`src/pkg/pcc_defs.svh`:
```
// Register offsets, field positions, reset values and counts of the clock controller
`ifndef PCC_DEFS_SVH
`define PCC_DEFS_SVH

`define PCC_ADDR_CSR       32'h01b7_c100
`define PCC_ADDR_MULT      32'h01b7_c110
`define PCC_ADDR_DIV0      32'h01b7_c114
`define PCC_ADDR_DIV1      32'h01b7_c118
`define PCC_ADDR_DIV2      32'h01b7_c11c
`define PCC_ADDR_DIV3      32'h01b7_c120

`define PCC_CSR_PATH_BIT   0
`define PCC_CSR_PWRDN_BIT  1
`define PCC_CSR_RST_BIT    3
`define PCC_CSR_STABLE_BIT 6
`define PCC_DIV_EN_BIT     15

`define PCC_MULT_RST       5'h07
`define PCC_DIV0_RST       5'h00
`define PCC_DIV1_RST       5'h00
`define PCC_DIV2_RST       5'h01
`define PCC_DIV3_RST       5'h01

// Reference rising edges counted before the input is reported stable
`define PCC_STABLE_COUNT   12'h0400

`endif

```
`src/pkg/pcc_pkg.sv`:
```
// Types shared by the clock controller modules
package pcc_pkg;
   typedef logic [4:0] pcc_ratio_t;
   typedef enum logic [1:0] {
      PCC_OSC_WAIT   = 2'h1,
      PCC_OSC_STABLE = 2'h2
   } pcc_osc_t;
endpackage

```
`src/pkg/pcc_div_if.sv`:
```
// Connection between the controller and one post-divider
`timescale 1ns/1ps
interface pcc_div_if;
   import pcc_pkg::*;
   logic       tick;
   pcc_ratio_t ratio;
   logic       en;
   logic       q;
   logic       wrap;
   modport ctl (output tick, output ratio, output en, input q, input wrap);
   modport div (input tick, input ratio, input en, output q, output wrap);
endinterface

```
`src/design/pcc_clock_ctrl.sv`:
```
// Clock controller: control/status, multiplier and divider registers, clock selection
`timescale 1ns/1ps
`include "pcc_defs.svh"
module pcc_clock_ctrl (
   input  wire logic                clk_i,
   input  wire logic                resetn_i,
   input  wire logic                ce_i,
   input  wire logic [31:0]         reg_addr_i,
   input  wire logic                reg_wr_i,
   input  wire logic                reg_rd_i,
   input  wire logic [31:0]         reg_wdata_i,
   output logic      [31:0]         reg_rdata_o,
   input  wire logic                ref_clock_in_i,
   input  wire logic                pll_output_clock_i,
   input  wire logic                ext_mem_clock_in_i,
   input  wire logic                mem_clock_source_select_i,
   output logic                     pll_reset_ctl_o,
   output logic                     pll_power_down_o,
   output pcc_pkg::pcc_ratio_t      pll_multiplier_o,
   output pcc_pkg::pcc_ratio_t      prescale_divider_o,
   output logic                     core_clock_o,
   output logic                     periph_bus_clock_o,
   output logic                     bus_clock_out_pin_o,
   output logic                     ext_mem_clock_o
);
   import pcc_pkg::*;

   function automatic logic any_edge(input logic cur, input logic prev);
      any_edge = cur ^ prev;
   endfunction

   function automatic logic [31:0] div_word(input logic en, input pcc_ratio_t r);
      div_word = 32'h0000_0000;
      div_word[`PCC_DIV_EN_BIT] = en;
      div_word[4:0] = r;
   endfunction

   logic [2:0] ref_s_r, pll_s_r;
   logic [1:0] msel_s_r, ext_s_r;
   logic       path_sel_r, pwrdn_r, rst_r;
   pcc_ratio_t mult_r, div0_r, div1_r, div2_r, div3_r;
   logic       en0_r, en1_r, en2_r, en3_r;
   logic       src_sel_r, mem_sel_r;
   pcc_osc_t   osc_state_r;
   logic [11:0] osc_cnt_r;
   logic       ref_tick, pll_tick, src_tick, wr_ok, rd_ok;
   logic [31:0] rdata_nxt;

   pcc_div_if core_if ();
   pcc_div_if bus_if ();
   pcc_div_if mem_if ();

   // Pins pass two flops; the third stage only feeds edge detection
   always_ff @(posedge clk_i) begin
      if (!resetn_i) begin
         ref_s_r  <= 3'h0;
         pll_s_r  <= 3'h0;
         ext_s_r  <= 2'h0;
         msel_s_r <= 2'h0;
      end else if (ce_i) begin
         ref_s_r  <= {ref_s_r[1:0], ref_clock_in_i};
         pll_s_r  <= {pll_s_r[1:0], pll_output_clock_i};
         ext_s_r  <= {ext_s_r[0], ext_mem_clock_in_i};
         msel_s_r <= {msel_s_r[0], mem_clock_source_select_i};
      end
   end

   assign ref_tick = any_edge(ref_s_r[1], ref_s_r[2]);
   assign pll_tick = any_edge(pll_s_r[1], pll_s_r[2]);
   assign src_tick = src_sel_r ? pll_tick : ref_tick;
   assign wr_ok    = ce_i && reg_wr_i;
   assign rd_ok    = ce_i && reg_rd_i;

   // Control/status writes; reserved bits are never stored
   always_ff @(posedge clk_i) begin
      if (!resetn_i) begin
         path_sel_r <= 1'b0;
         pwrdn_r    <= 1'b0;
         rst_r      <= 1'b1;
      end else if (wr_ok && reg_addr_i == `PCC_ADDR_CSR) begin
         path_sel_r <= reg_wdata_i[`PCC_CSR_PATH_BIT];
         pwrdn_r    <= reg_wdata_i[`PCC_CSR_PWRDN_BIT];
         rst_r      <= reg_wdata_i[`PCC_CSR_RST_BIT];
      end
   end

   // Multiplier and dividers accept writes whenever the core runs
   always_ff @(posedge clk_i) begin
      if (!resetn_i) begin
         mult_r <= `PCC_MULT_RST;
         div0_r <= `PCC_DIV0_RST;
         div1_r <= `PCC_DIV1_RST;
         div2_r <= `PCC_DIV2_RST;
         div3_r <= `PCC_DIV3_RST;
         en0_r  <= 1'b1;
         en1_r  <= 1'b1;
         en2_r  <= 1'b1;
         en3_r  <= 1'b1;
      end else if (wr_ok) begin
         case (reg_addr_i)
            `PCC_ADDR_MULT: mult_r <= reg_wdata_i[4:0];
            `PCC_ADDR_DIV0: begin
               div0_r <= reg_wdata_i[4:0];
               en0_r  <= reg_wdata_i[`PCC_DIV_EN_BIT];
            end
            `PCC_ADDR_DIV1: begin
               div1_r <= reg_wdata_i[4:0];
               en1_r  <= reg_wdata_i[`PCC_DIV_EN_BIT];
            end
            `PCC_ADDR_DIV2: begin
               div2_r <= reg_wdata_i[4:0];
               en2_r  <= reg_wdata_i[`PCC_DIV_EN_BIT];
            end
            `PCC_ADDR_DIV3: begin
               div3_r <= reg_wdata_i[4:0];
               en3_r  <= reg_wdata_i[`PCC_DIV_EN_BIT];
            end
            default: ;
         endcase
      end
   end

   // Oscillator stabilisation: counts reference rising edges after every reset
   always_ff @(posedge clk_i) begin
      if (!resetn_i) begin
         osc_state_r <= PCC_OSC_WAIT;
         osc_cnt_r   <= 12'h000;
      end else if (ce_i) begin
         case (osc_state_r)
            PCC_OSC_WAIT: begin
               if (ref_tick && ref_s_r[1]) begin
                  if (osc_cnt_r == `PCC_STABLE_COUNT - 12'h001) begin
                     osc_state_r <= PCC_OSC_STABLE;
                  end else begin
                     osc_cnt_r <= osc_cnt_r + 12'h001;
                  end
               end
            end
            PCC_OSC_STABLE: osc_state_r <= PCC_OSC_STABLE;
            default: osc_state_r <= PCC_OSC_WAIT;
         endcase
      end
   end

   // Source changes only at a core period boundary or while the core divider is disabled; the bus and memory dividers can be mid-phase at the switch
   always_ff @(posedge clk_i) begin
      if (!resetn_i) begin
         src_sel_r <= 1'b0;
      end else if (ce_i && (core_if.wrap || !en1_r)) begin
         src_sel_r <= path_sel_r;
      end
   end

   // Memory clock source swaps only while both candidates are low
   always_ff @(posedge clk_i) begin
      if (!resetn_i) begin
         mem_sel_r <= 1'b0;
      end else if (ce_i && !ext_s_r[1] && !mem_if.q) begin
         mem_sel_r <= msel_s_r[1];
      end
   end

   assign core_if.tick  = src_tick;
   assign core_if.ratio = div1_r;
   assign core_if.en    = en1_r;
   assign bus_if.tick   = src_tick;
   assign bus_if.ratio  = div2_r;
   assign bus_if.en     = en2_r;
   assign mem_if.tick   = src_tick;
   assign mem_if.ratio  = div3_r;
   assign mem_if.en     = en3_r;

   pcc_divider #(.RST_RATIO(`PCC_DIV1_RST)) u_core_div (
      .clk_i    (clk_i),
      .resetn_i (resetn_i),
      .ce_i     (ce_i),
      .d        (core_if.div)
   );
   pcc_divider #(.RST_RATIO(`PCC_DIV2_RST)) u_bus_div (
      .clk_i    (clk_i),
      .resetn_i (resetn_i),
      .ce_i     (ce_i),
      .d        (bus_if.div)
   );
   pcc_divider #(.RST_RATIO(`PCC_DIV3_RST)) u_mem_div (
      .clk_i    (clk_i),
      .resetn_i (resetn_i),
      .ce_i     (ce_i),
      .d        (mem_if.div)
   );

   // Bus clock and its pin share one flop so they can never skew apart
   assign periph_bus_clock_o  = bus_if.q;
   assign bus_clock_out_pin_o = bus_if.q;
   assign core_clock_o        = core_if.q;

   always_ff @(posedge clk_i) begin
      if (!resetn_i) begin
         ext_mem_clock_o <= 1'b0;
      end else if (ce_i) begin
         ext_mem_clock_o <= mem_sel_r ? ext_s_r[1] : mem_if.q;
      end
   end

   // PLL macro controls, registered once; the prescaler output holds its reset value while its enable bit is low
   always_ff @(posedge clk_i) begin
      if (!resetn_i) begin
         pll_reset_ctl_o    <= 1'b1;
         pll_power_down_o   <= 1'b0;
         pll_multiplier_o   <= `PCC_MULT_RST;
         prescale_divider_o <= `PCC_DIV0_RST;
      end else if (ce_i) begin
         pll_reset_ctl_o    <= rst_r;
         pll_power_down_o   <= pwrdn_r;
         pll_multiplier_o   <= mult_r;
         prescale_divider_o <= en0_r ? div0_r : `PCC_DIV0_RST;
      end
   end

   always_comb begin
      rdata_nxt = 32'h0000_0000;
      case (reg_addr_i)
         `PCC_ADDR_CSR: begin
            rdata_nxt[`PCC_CSR_STABLE_BIT] = (osc_state_r == PCC_OSC_STABLE);
            rdata_nxt[`PCC_CSR_RST_BIT]    = rst_r;
            rdata_nxt[`PCC_CSR_PWRDN_BIT]  = pwrdn_r;
            rdata_nxt[`PCC_CSR_PATH_BIT]   = path_sel_r;
         end
         `PCC_ADDR_MULT: rdata_nxt[4:0] = mult_r;
         `PCC_ADDR_DIV0: rdata_nxt = div_word(en0_r, div0_r);
         `PCC_ADDR_DIV1: rdata_nxt = div_word(en1_r, div1_r);
         `PCC_ADDR_DIV2: rdata_nxt = div_word(en2_r, div2_r);
         `PCC_ADDR_DIV3: rdata_nxt = div_word(en3_r, div3_r);
         default: rdata_nxt = 32'h0000_0000;
      endcase
   end

   always_ff @(posedge clk_i) begin
      if (!resetn_i) begin
         reg_rdata_o <= 32'h0000_0000;
      end else if (rd_ok) begin
         reg_rdata_o <= rdata_nxt;
      end
   end

   property p_stable_after_count;
      @(posedge clk_i) disable iff (!resetn_i)
      $changed(osc_state_r) && $past(resetn_i)
         |-> $past(osc_cnt_r) == `PCC_STABLE_COUNT - 12'h001;
   endproperty
   a_stable_after_count: assert property (p_stable_after_count)
      else $error("Stable reported before the count ended");

   property p_stable_read;
      @(posedge clk_i) disable iff (!resetn_i)
      $past(rd_ok) && $past(reg_addr_i) == `PCC_ADDR_CSR
         && $past(osc_cnt_r) != `PCC_STABLE_COUNT - 12'h001
         |-> !reg_rdata_o[`PCC_CSR_STABLE_BIT];
   endproperty
   a_stable_read: assert property (p_stable_read)
      else $error("Stable bit disagrees with the counter");

   property p_reset_default;
      @(posedge clk_i) disable iff (!resetn_i)
      !$past(resetn_i) |-> pll_reset_ctl_o && !pll_power_down_o && pll_multiplier_o == 5'h07;
   endproperty
   a_reset_default: assert property (p_reset_default)
      else $error("PLL controls wrong after reset");

   property p_pwrdn_write;
      @(posedge clk_i) disable iff (!resetn_i)
      wr_ok && reg_addr_i == `PCC_ADDR_CSR ##1 ce_i
         |=> pll_power_down_o == $past(reg_wdata_i[`PCC_CSR_PWRDN_BIT], 2);
   endproperty
   a_pwrdn_write: assert property (p_pwrdn_write)
      else $error("Power-down output does not follow write");

   property p_reserved_zero;
      @(posedge clk_i) disable iff (!resetn_i)
      rd_ok && reg_addr_i == `PCC_ADDR_CSR
         |=> reg_rdata_o[31:7] == 25'h000_0000 && reg_rdata_o[5:4] == 2'h0 && !reg_rdata_o[2];
   endproperty
   a_reserved_zero: assert property (p_reserved_zero)
      else $error("Reserved status bits not zero");

   property p_mult_write;
      @(posedge clk_i) disable iff (!resetn_i)
      wr_ok && reg_addr_i == `PCC_ADDR_MULT ##1 ce_i
         |=> pll_multiplier_o == $past(reg_wdata_i[4:0], 2);
   endproperty
   a_mult_write: assert property (p_mult_write)
      else $error("Multiplier write not applied");

   property p_src_at_boundary;
      @(posedge clk_i) disable iff (!resetn_i)
      $changed(src_sel_r) && $past(resetn_i) |-> $past(core_if.wrap) || !$past(en1_r);
   endproperty
   a_src_at_boundary: assert property (p_src_at_boundary)
      else $error("Source switched mid period");

   property p_mem_onchip;
      @(posedge clk_i) disable iff (!resetn_i)
      ce_i && !mem_sel_r |=> ext_mem_clock_o == $past(mem_if.q);
   endproperty
   a_mem_onchip: assert property (p_mem_onchip)
      else $error("Memory clock not from third divider");

   property p_mem_external;
      @(posedge clk_i) disable iff (!resetn_i)
      ce_i && mem_sel_r |=> ext_mem_clock_o == $past(ext_s_r[1]);
   endproperty
   a_mem_external: assert property (p_mem_external)
      else $error("Memory clock not from external pin");
endmodule

```
`src/design/pcc_divider.sv`:
```
// Glitch-free post-divider counting half periods of the selected source
`timescale 1ns/1ps
module pcc_divider #(
   parameter pcc_pkg::pcc_ratio_t RST_RATIO = 5'h00
) (
   input  wire logic clk_i,
   input  wire logic resetn_i,
   input  wire logic ce_i,
   pcc_div_if.div    d
);
   import pcc_pkg::*;

   logic [4:0] cnt_r;
   pcc_ratio_t ratio_eff_r;
   logic       q_r;
   logic       wrap_r;

   assign d.q    = q_r;
   assign d.wrap = wrap_r;

   // Each half period lasts ratio+1 source half periods; a new ratio is taken only
   // at a rising output edge or while the divider is disabled, so no phase is ever cut short
   always_ff @(posedge clk_i) begin
      if (!resetn_i) begin
         cnt_r       <= 5'h00;
         ratio_eff_r <= RST_RATIO;
         q_r         <= 1'b0;
         wrap_r      <= 1'b0;
      end else if (ce_i) begin
         wrap_r <= 1'b0;
         if (!d.en) begin
            cnt_r       <= 5'h00;
            q_r         <= 1'b0;
            ratio_eff_r <= d.ratio;
         end else if (d.tick) begin
            if (cnt_r == ratio_eff_r) begin
               cnt_r <= 5'h00;
               q_r   <= ~q_r;
               if (!q_r) begin
                  ratio_eff_r <= d.ratio;
                  wrap_r      <= 1'b1;
               end
            end else begin
               cnt_r <= cnt_r + 5'h01;
            end
         end
      end
   end

   property p_toggle_on_count;
      @(posedge clk_i) disable iff (!resetn_i)
      $changed(q_r) && $past(resetn_i) && $past(d.en)
         |-> $past(cnt_r) == $past(ratio_eff_r) && $past(d.tick);
   endproperty
   a_toggle_on_count: assert property (p_toggle_on_count)
      else $error("Divider output toggled before its count");

   property p_ratio_at_rise;
      @(posedge clk_i) disable iff (!resetn_i)
      $changed(ratio_eff_r) && $past(resetn_i) && $past(d.en) |-> $rose(q_r);
   endproperty
   a_ratio_at_rise: assert property (p_ratio_at_rise)
      else $error("Divider ratio changed mid period");
endmodule

```
`config.mk`:
```
export PLATFORM = sky130hd
export DESIGN_NAME = pcc_clock_ctrl
export DESIGN_NICKNAME = d
export VERILOG_FILES = /design/src/pkg/pcc_pkg.sv /design/src/pkg/pcc_div_if.sv /design/src/design/pcc_clock_ctrl.sv /design/src/design/pcc_divider.sv
export VERILOG_INCLUDE_DIRS = /design/src /design/src/pkg
export SDC_FILE = /design/constraint.sdc
export NUM_CORES = 1
export LEC_CHECK = 0
export BUFFER_PORTS_ARGS = -buffer_cell sky130_fd_sc_hd__buf_2
export CAP_MARGIN = 5
export CORE_MARGIN = 10
export CORE_UTILIZATION = 50
export DETAILED_ROUTE_END_ITERATION = 10
export PLACE_DENSITY = 0.81
export REMOVE_ABC_BUFFERS = 1
export SYNTH_ARGS = -nofsm -noshare
export SYNTH_HDL_FRONTEND = slang
export SYNTH_SLANG_ARGS = --single-unit
```
`constraint.sdc`:
```
create_clock -name clk_i -period 2.5 [get_ports clk_i]
set_input_delay 0 -clock clk_i [delete_from_list [all_inputs] [get_ports clk_i]]
set_output_delay 0 -clock clk_i [all_outputs]
set_load 0.05 [all_outputs]
```
After elaboration in Yosys (flattened, before gate mapping)
Cells that the tools add are included.
{"block": "op_classes", "eq_ne": 23, "n_reduce_logical": 27, "n_bitwise": 6, "mux": 46, "addsub": 4}
{"cell": "$eq A32 B25 Y1 const B", "n": 6}
{"cell": "$mux W5", "n": 22}
{"cell": "$pmux W9 S4", "n": 1}
{"cell": "$mux W1", "n": 16}
{"cell": "$reduce_and A2 Y1", "n": 8}
{"cell": "$reduce_and A4 Y1", "n": 4}
{"cell": "$add A5 B1 Y5 const B", "n": 3}
{"cell": "$eq A5 B5 Y1", "n": 3}
{"cell": "$add A12 B1 Y12 const B", "n": 1}
{"cell": "$eq A12 B10 Y1 const B", "n": 1}
{"cell": "$ne A2 B1 Y1 const B", "n": 6}
{"cell": "$pmux W2 S6", "n": 1}
{"cell": "$reduce_and A3 Y1", "n": 4}
{"cell": "$ne A2 B2 Y1 const B", "n": 5}
{"cell": "$pmux W1 S5", "n": 2}
{"cell": "$logic_and A1 B1 Y1", "n": 7}
{"cell": "$pmux W1 S6", "n": 1}
{"cell": "$mux W2", "n": 2}
{"cell": "$not A1 Y1", "n": 4}
{"cell": "$pmux W2 S2", "n": 1}
{"cell": "$logic_not A1 Y1", "n": 3}
{"cell": "$eq A2 B1 Y1 const B", "n": 1}
{"cell": "$eq A2 B2 Y1 const B", "n": 1}
{"cell": "$xor A1 B1 Y1", "n": 2}
{"cell": "$logic_or A1 B1 Y1", "n": 1}
{"block": "word_totals", "out_inout_bits": 48, "wordCells": 142, "reg_bits": 136, "in_bits": 73}

Depth between registers and ports, before layout
{"block": "depth", "ltp_word": 4, "depth_mapped": 8}

Modules after synthesis
A second synthesis with hierarchy kept.
{"block": "unflattened", "hier_cells": 624, "hier_area_um2": 5766.8}
{"mod": "pcc_clock_ctrl", "cells_each": 414, "instances": 1, "area_each_um2": 3762.4}
{"mod": "pcc_divider", "cells_each": 70, "instances": 3, "area_each_um2": 668.1}

Worst setup path after synthesis
Ideal clock, no wire load.
{"block": "synth_path", "path_type": "register to register", "startpoint": "register ref_s_r[2]", "endpoint": "register u_bus_div.q_r, in the netlist u_bus_div.d.q", "required_time_ns": 2.429, "setup_ns": 0.071, "slack_ns": 0.814, "path_stages_with_launch": 9, "arrival_ns": 1.615, "synth_period_minus_slack_ns": 1.686, "cell_sequence": "dfxtp_1 > inv_1 > ha_1 > inv_1 > mux2i_1 > a21o_1 > clkbuf_1 > o21ai_0 > a21oi_1"}
{"block": "synth_via", "elab_chain_len": 4}
{"item": "start, declared", "line": "pcc_clock_ctrl.sv:38", "text": "logic [2:0] ref_s_r, pll_s_r;"}
{"item": "start signal, assigned", "line": "pcc_clock_ctrl.sv:61", "text": "ref_s_r <= {ref_s_r[1:0], ref_clock_in_i};"}
{"item": "$xor A1 B1 Y1", "line": "pcc_clock_ctrl.sv:29", "text": "any_edge = cur ^ prev;"}
{"item": "$mux W1", "line": "pcc_clock_ctrl.sv:70", "text": "assign src_tick = src_sel_r ? pll_tick : ref_tick;"}
{"item": "$ne A2 B1 Y1 (no line)"}
{"item": "$reduce_and A3 Y1 (no line)"}
{"item": "end signal, assigned", "line": "pcc_divider.sv:38", "text": "q_r <= ~q_r;"}
{"item": "end, declared", "line": "pcc_divider.sv:15", "text": "logic q_r;"}
Every way passes these cells.
A chain may end at the register's enable or synchronous reset.

Final worst setup path
Same ends and word-level chain as after synthesis.

==> results.md <==
- Worst Path Required: around 2.8 ns
- CTS buffer count: 9
- Seq/Total Area, Yosys: between 40% and 50%
- Port Buffer Count: 69
- Drt wl/cell: ~16 um
- Mapped Cells: approximately 600
- Synth warn: 0
- Die Width: roughly 120 um
- Cell area power density: 529 nW/um^2
- Detail Route Antenna Nets: 0
- GP Congestion: slightly below 0.9
- Lkg Pwr: 0.00250 uW
- Crit-path cells: inv_1, ha_1, inv_1, mux2i_1, a21o_1, or4_1, a21oi_1
- Synth top area cells: dfxtp_1, mux2i_1, nand2_1
- Post-synth ARST share: 0%
- Most frequent cells after synthesis: dfxtp_1, nand2_1, mux2i_1
- Core area: about 10000 sq um
- ANT cells: 0
- Total routed wirelength: between 10000 and 15000 um
- Status: completed
- All-Layer GR Usage: 17.2%
- # fillers: 910
- Die area: 15300 sq um
- H-Tree Depth: 3
- Measured slew at the worst slew-check pin: 0.682 ns
- Top cell type's share of synthesized area: 41.6%
- Unrepaired setup endpoints after global routing: false
- Largest Register: osc_cnt_r
- Family with the most delay on the worst path: simple AND/OR/NAND/NOR gates
- # nets final: 746
- Setup tns final: 0 ns
- Initial antenna violation count: 0
- Post-Syn Area: 5390 sq um
- Clock Latency Late Sink: 0.37 ns
- CP max-delay cell: or4_1
- Count of state elements after synthesis: about 110
- Pwr Total: roughly 3200 uW
- Fmax: between 0.5 and 0.6 GHz
- Initial DRC count: between 300 and 400
- Hold slack: 0.0222 ns
- Worst Hold Class: input pin to flop
- Synth-to-layout area growth: 11.7%
- Leading area contributor after synthesis: dfxtp_1
- Most numerous cell in the Yosys netlist: dfxtp_1
- Number of synthesized flops with an enable pin: 0
- DR vias: 4529
- Worst Setup Start Kind: flop
- Starting Density: about half
- Placed cell area: roughly 5700 sq um
- Pin count of the biggest net entering global routing: 53
- Max clock buf depth: 2
- Slew Limit Fails: 0
- Post-layout min period: between 1.5 and 2 ns
- Worst-path clk slew: ~0.11 ns
- Clock sinks: about 110
- DRC viols: 0
- Final Cycle Share: slightly below 80%
- CP max FO: 13
- Final global-route overflow total: 0
- Drt pass-1 iters: 5
- Buf/Inv on CP: 2
- HPWL after DPL: between 9000 and 10000 um
- I/O Pins: 121
- Worst Path Arrival: around 2.3 ns
- Dominant synthesized flop cell: dfxtp_1
- Yosys cell types: between 50 and 60
- Clock root buffer: clkbuf_8
- CTS tree: yes
- Post-CTS sizing: 0
- Max cap viols: 0
- Clock skew after layout: about 0.0085 ns
- Worst Path Class, Setup: flop to flop
- CP peak stage delay: 0.52 ns
- Number of global-route vias before repair: ~4.4k
- Crit-path most repeated cell: inv_1
- Relative slew slack: about 54%
- Layout cells sized above 1: between 10% and 20%
- Die Span Y: between 100 and 150 um
- VDD IR-drop max: 0.363 mV
- First-pass GRT wire length: around 22000 um
- Final Instance Area: roughly 6000 sq um
- Utilization after layout: 57.8%
- Number of setup violations in the final report: 0
- Critical path endpoint category: flop
- Via density: 5.61
- Syn Area/Cell: about 9.0 sq um
- Biggest regs: osc_cnt_r: 12 flops, reg_rdata_o: 7 flops
- Worst R2R Setup Slack: 0.51 ns
- Max reg flops: 12
- # rows: 37
- Fin. Hold Viols: 0
-- kinds of logic after synthesis --
logic type               Yosys count  share of synthesized area (%)
AND/OR/NAND/NOR                  232                           22.3
other                              1                         0.0696
multiplexers                      62                           12.7
buffers and inverters             66                           6.69
adder cells (fa/ha/maj)            7                           1.63
AO/OA/AOI/OAI                     88                           9.92
XOR/XNOR                          31                           5.04
flip-flops                       112                           41.6
-- power breakdown --
group,internal (uW),total (uW),switching [uW]
clock network,406,1040,634
logic,98.8,332,234
registers,1800,1810,13.1
total,2310,3190,881
-- worst reg2reg max path: cells and delay by family (launching register included) --
kind,cells,cell delay (ns)
AO/OA/AOI/OAI,2,0.48
buffers and inverters,2,0.12
flip-flops,1,0.35
multiplexers,1,0.12
adder cells (fa/ha/maj),1,0.33
AND/OR/NAND/NOR,1,0.52
-- cell type report --
cell class                 instances  area [sq um]  area share [%]
multi-input combinational        445          2870            47.8
sequential                       112          2240            37.3
timing repair buffer              86           498            8.27
tap                              136           170            2.83
clock buffer                      10           138            2.29
clock inverter                     6          51.3           0.852
inverter                          12          45.0           0.748
-- placed cells by master (no fill, tap or decap), types with 4 or more instances in the layout --
cell type,n
dfxtp_1,112
nand2_1,69
buf_2,69
mux2i_1,56
nor2_1,51
nand3_1,42
a21oi_1,32
o21ai_0,25
conb_1,25
xor2_1,18
nand3b_1,14
xnor2_1,13
inv_1,11
nand4_1,11
clkbuf_8,10
dlygate4sd3_1,10
ha_1,7
buf_4,7
or3_1,6
nor3_1,6
o31ai_1,6
nand4b_1,5
mux4_2,5
o211ai_1,4
-- stage by stage --
| stage | std cells | setup WS (ns) |
|---|---|---|
| after floorplan | 569 | 0.658 |
| after global placement | 781 | 0.624 |
| after global routing | 807 | 0.376 |
| after detailed placement | 781 | 0.547 |
| final | 807 | 0.511 |
| after CTS | 807 | 0.535 |
-- repair_timing --
action,in CTS,in global routing
endpoints found under the setup margin,0,0
hold buffers,10,0
buffers inserted,0,0
hold endpoints to repair,19,0
-- path summary, 6_finish.rpt --
kind | startpoint | to | cells after the start
worst max-delay path | ref_s_r[2] | u_bus_div.d.q | 7
worst max register to register | ref_s_r[2] | u_bus_div.d.q | 7
worst min register to register | reg_rdata_o[6] | reg_rdata_o[6] | 2
worst min-delay path | reg_rd_i | reg_rdata_o[4] | 3
-- per-layer routing --
| layer | part of all wire (%) | GRT usage, % |
|---|---|---|
| met2 | 50 | 29.8 |
| met4 | 2.2 | 5.68 |
| met3 | 7.8 | 3.67 |
| met5 | 0 | 0 |
| met1 | 40 | 20.8 |
Power figures use the tool's default switching activity.
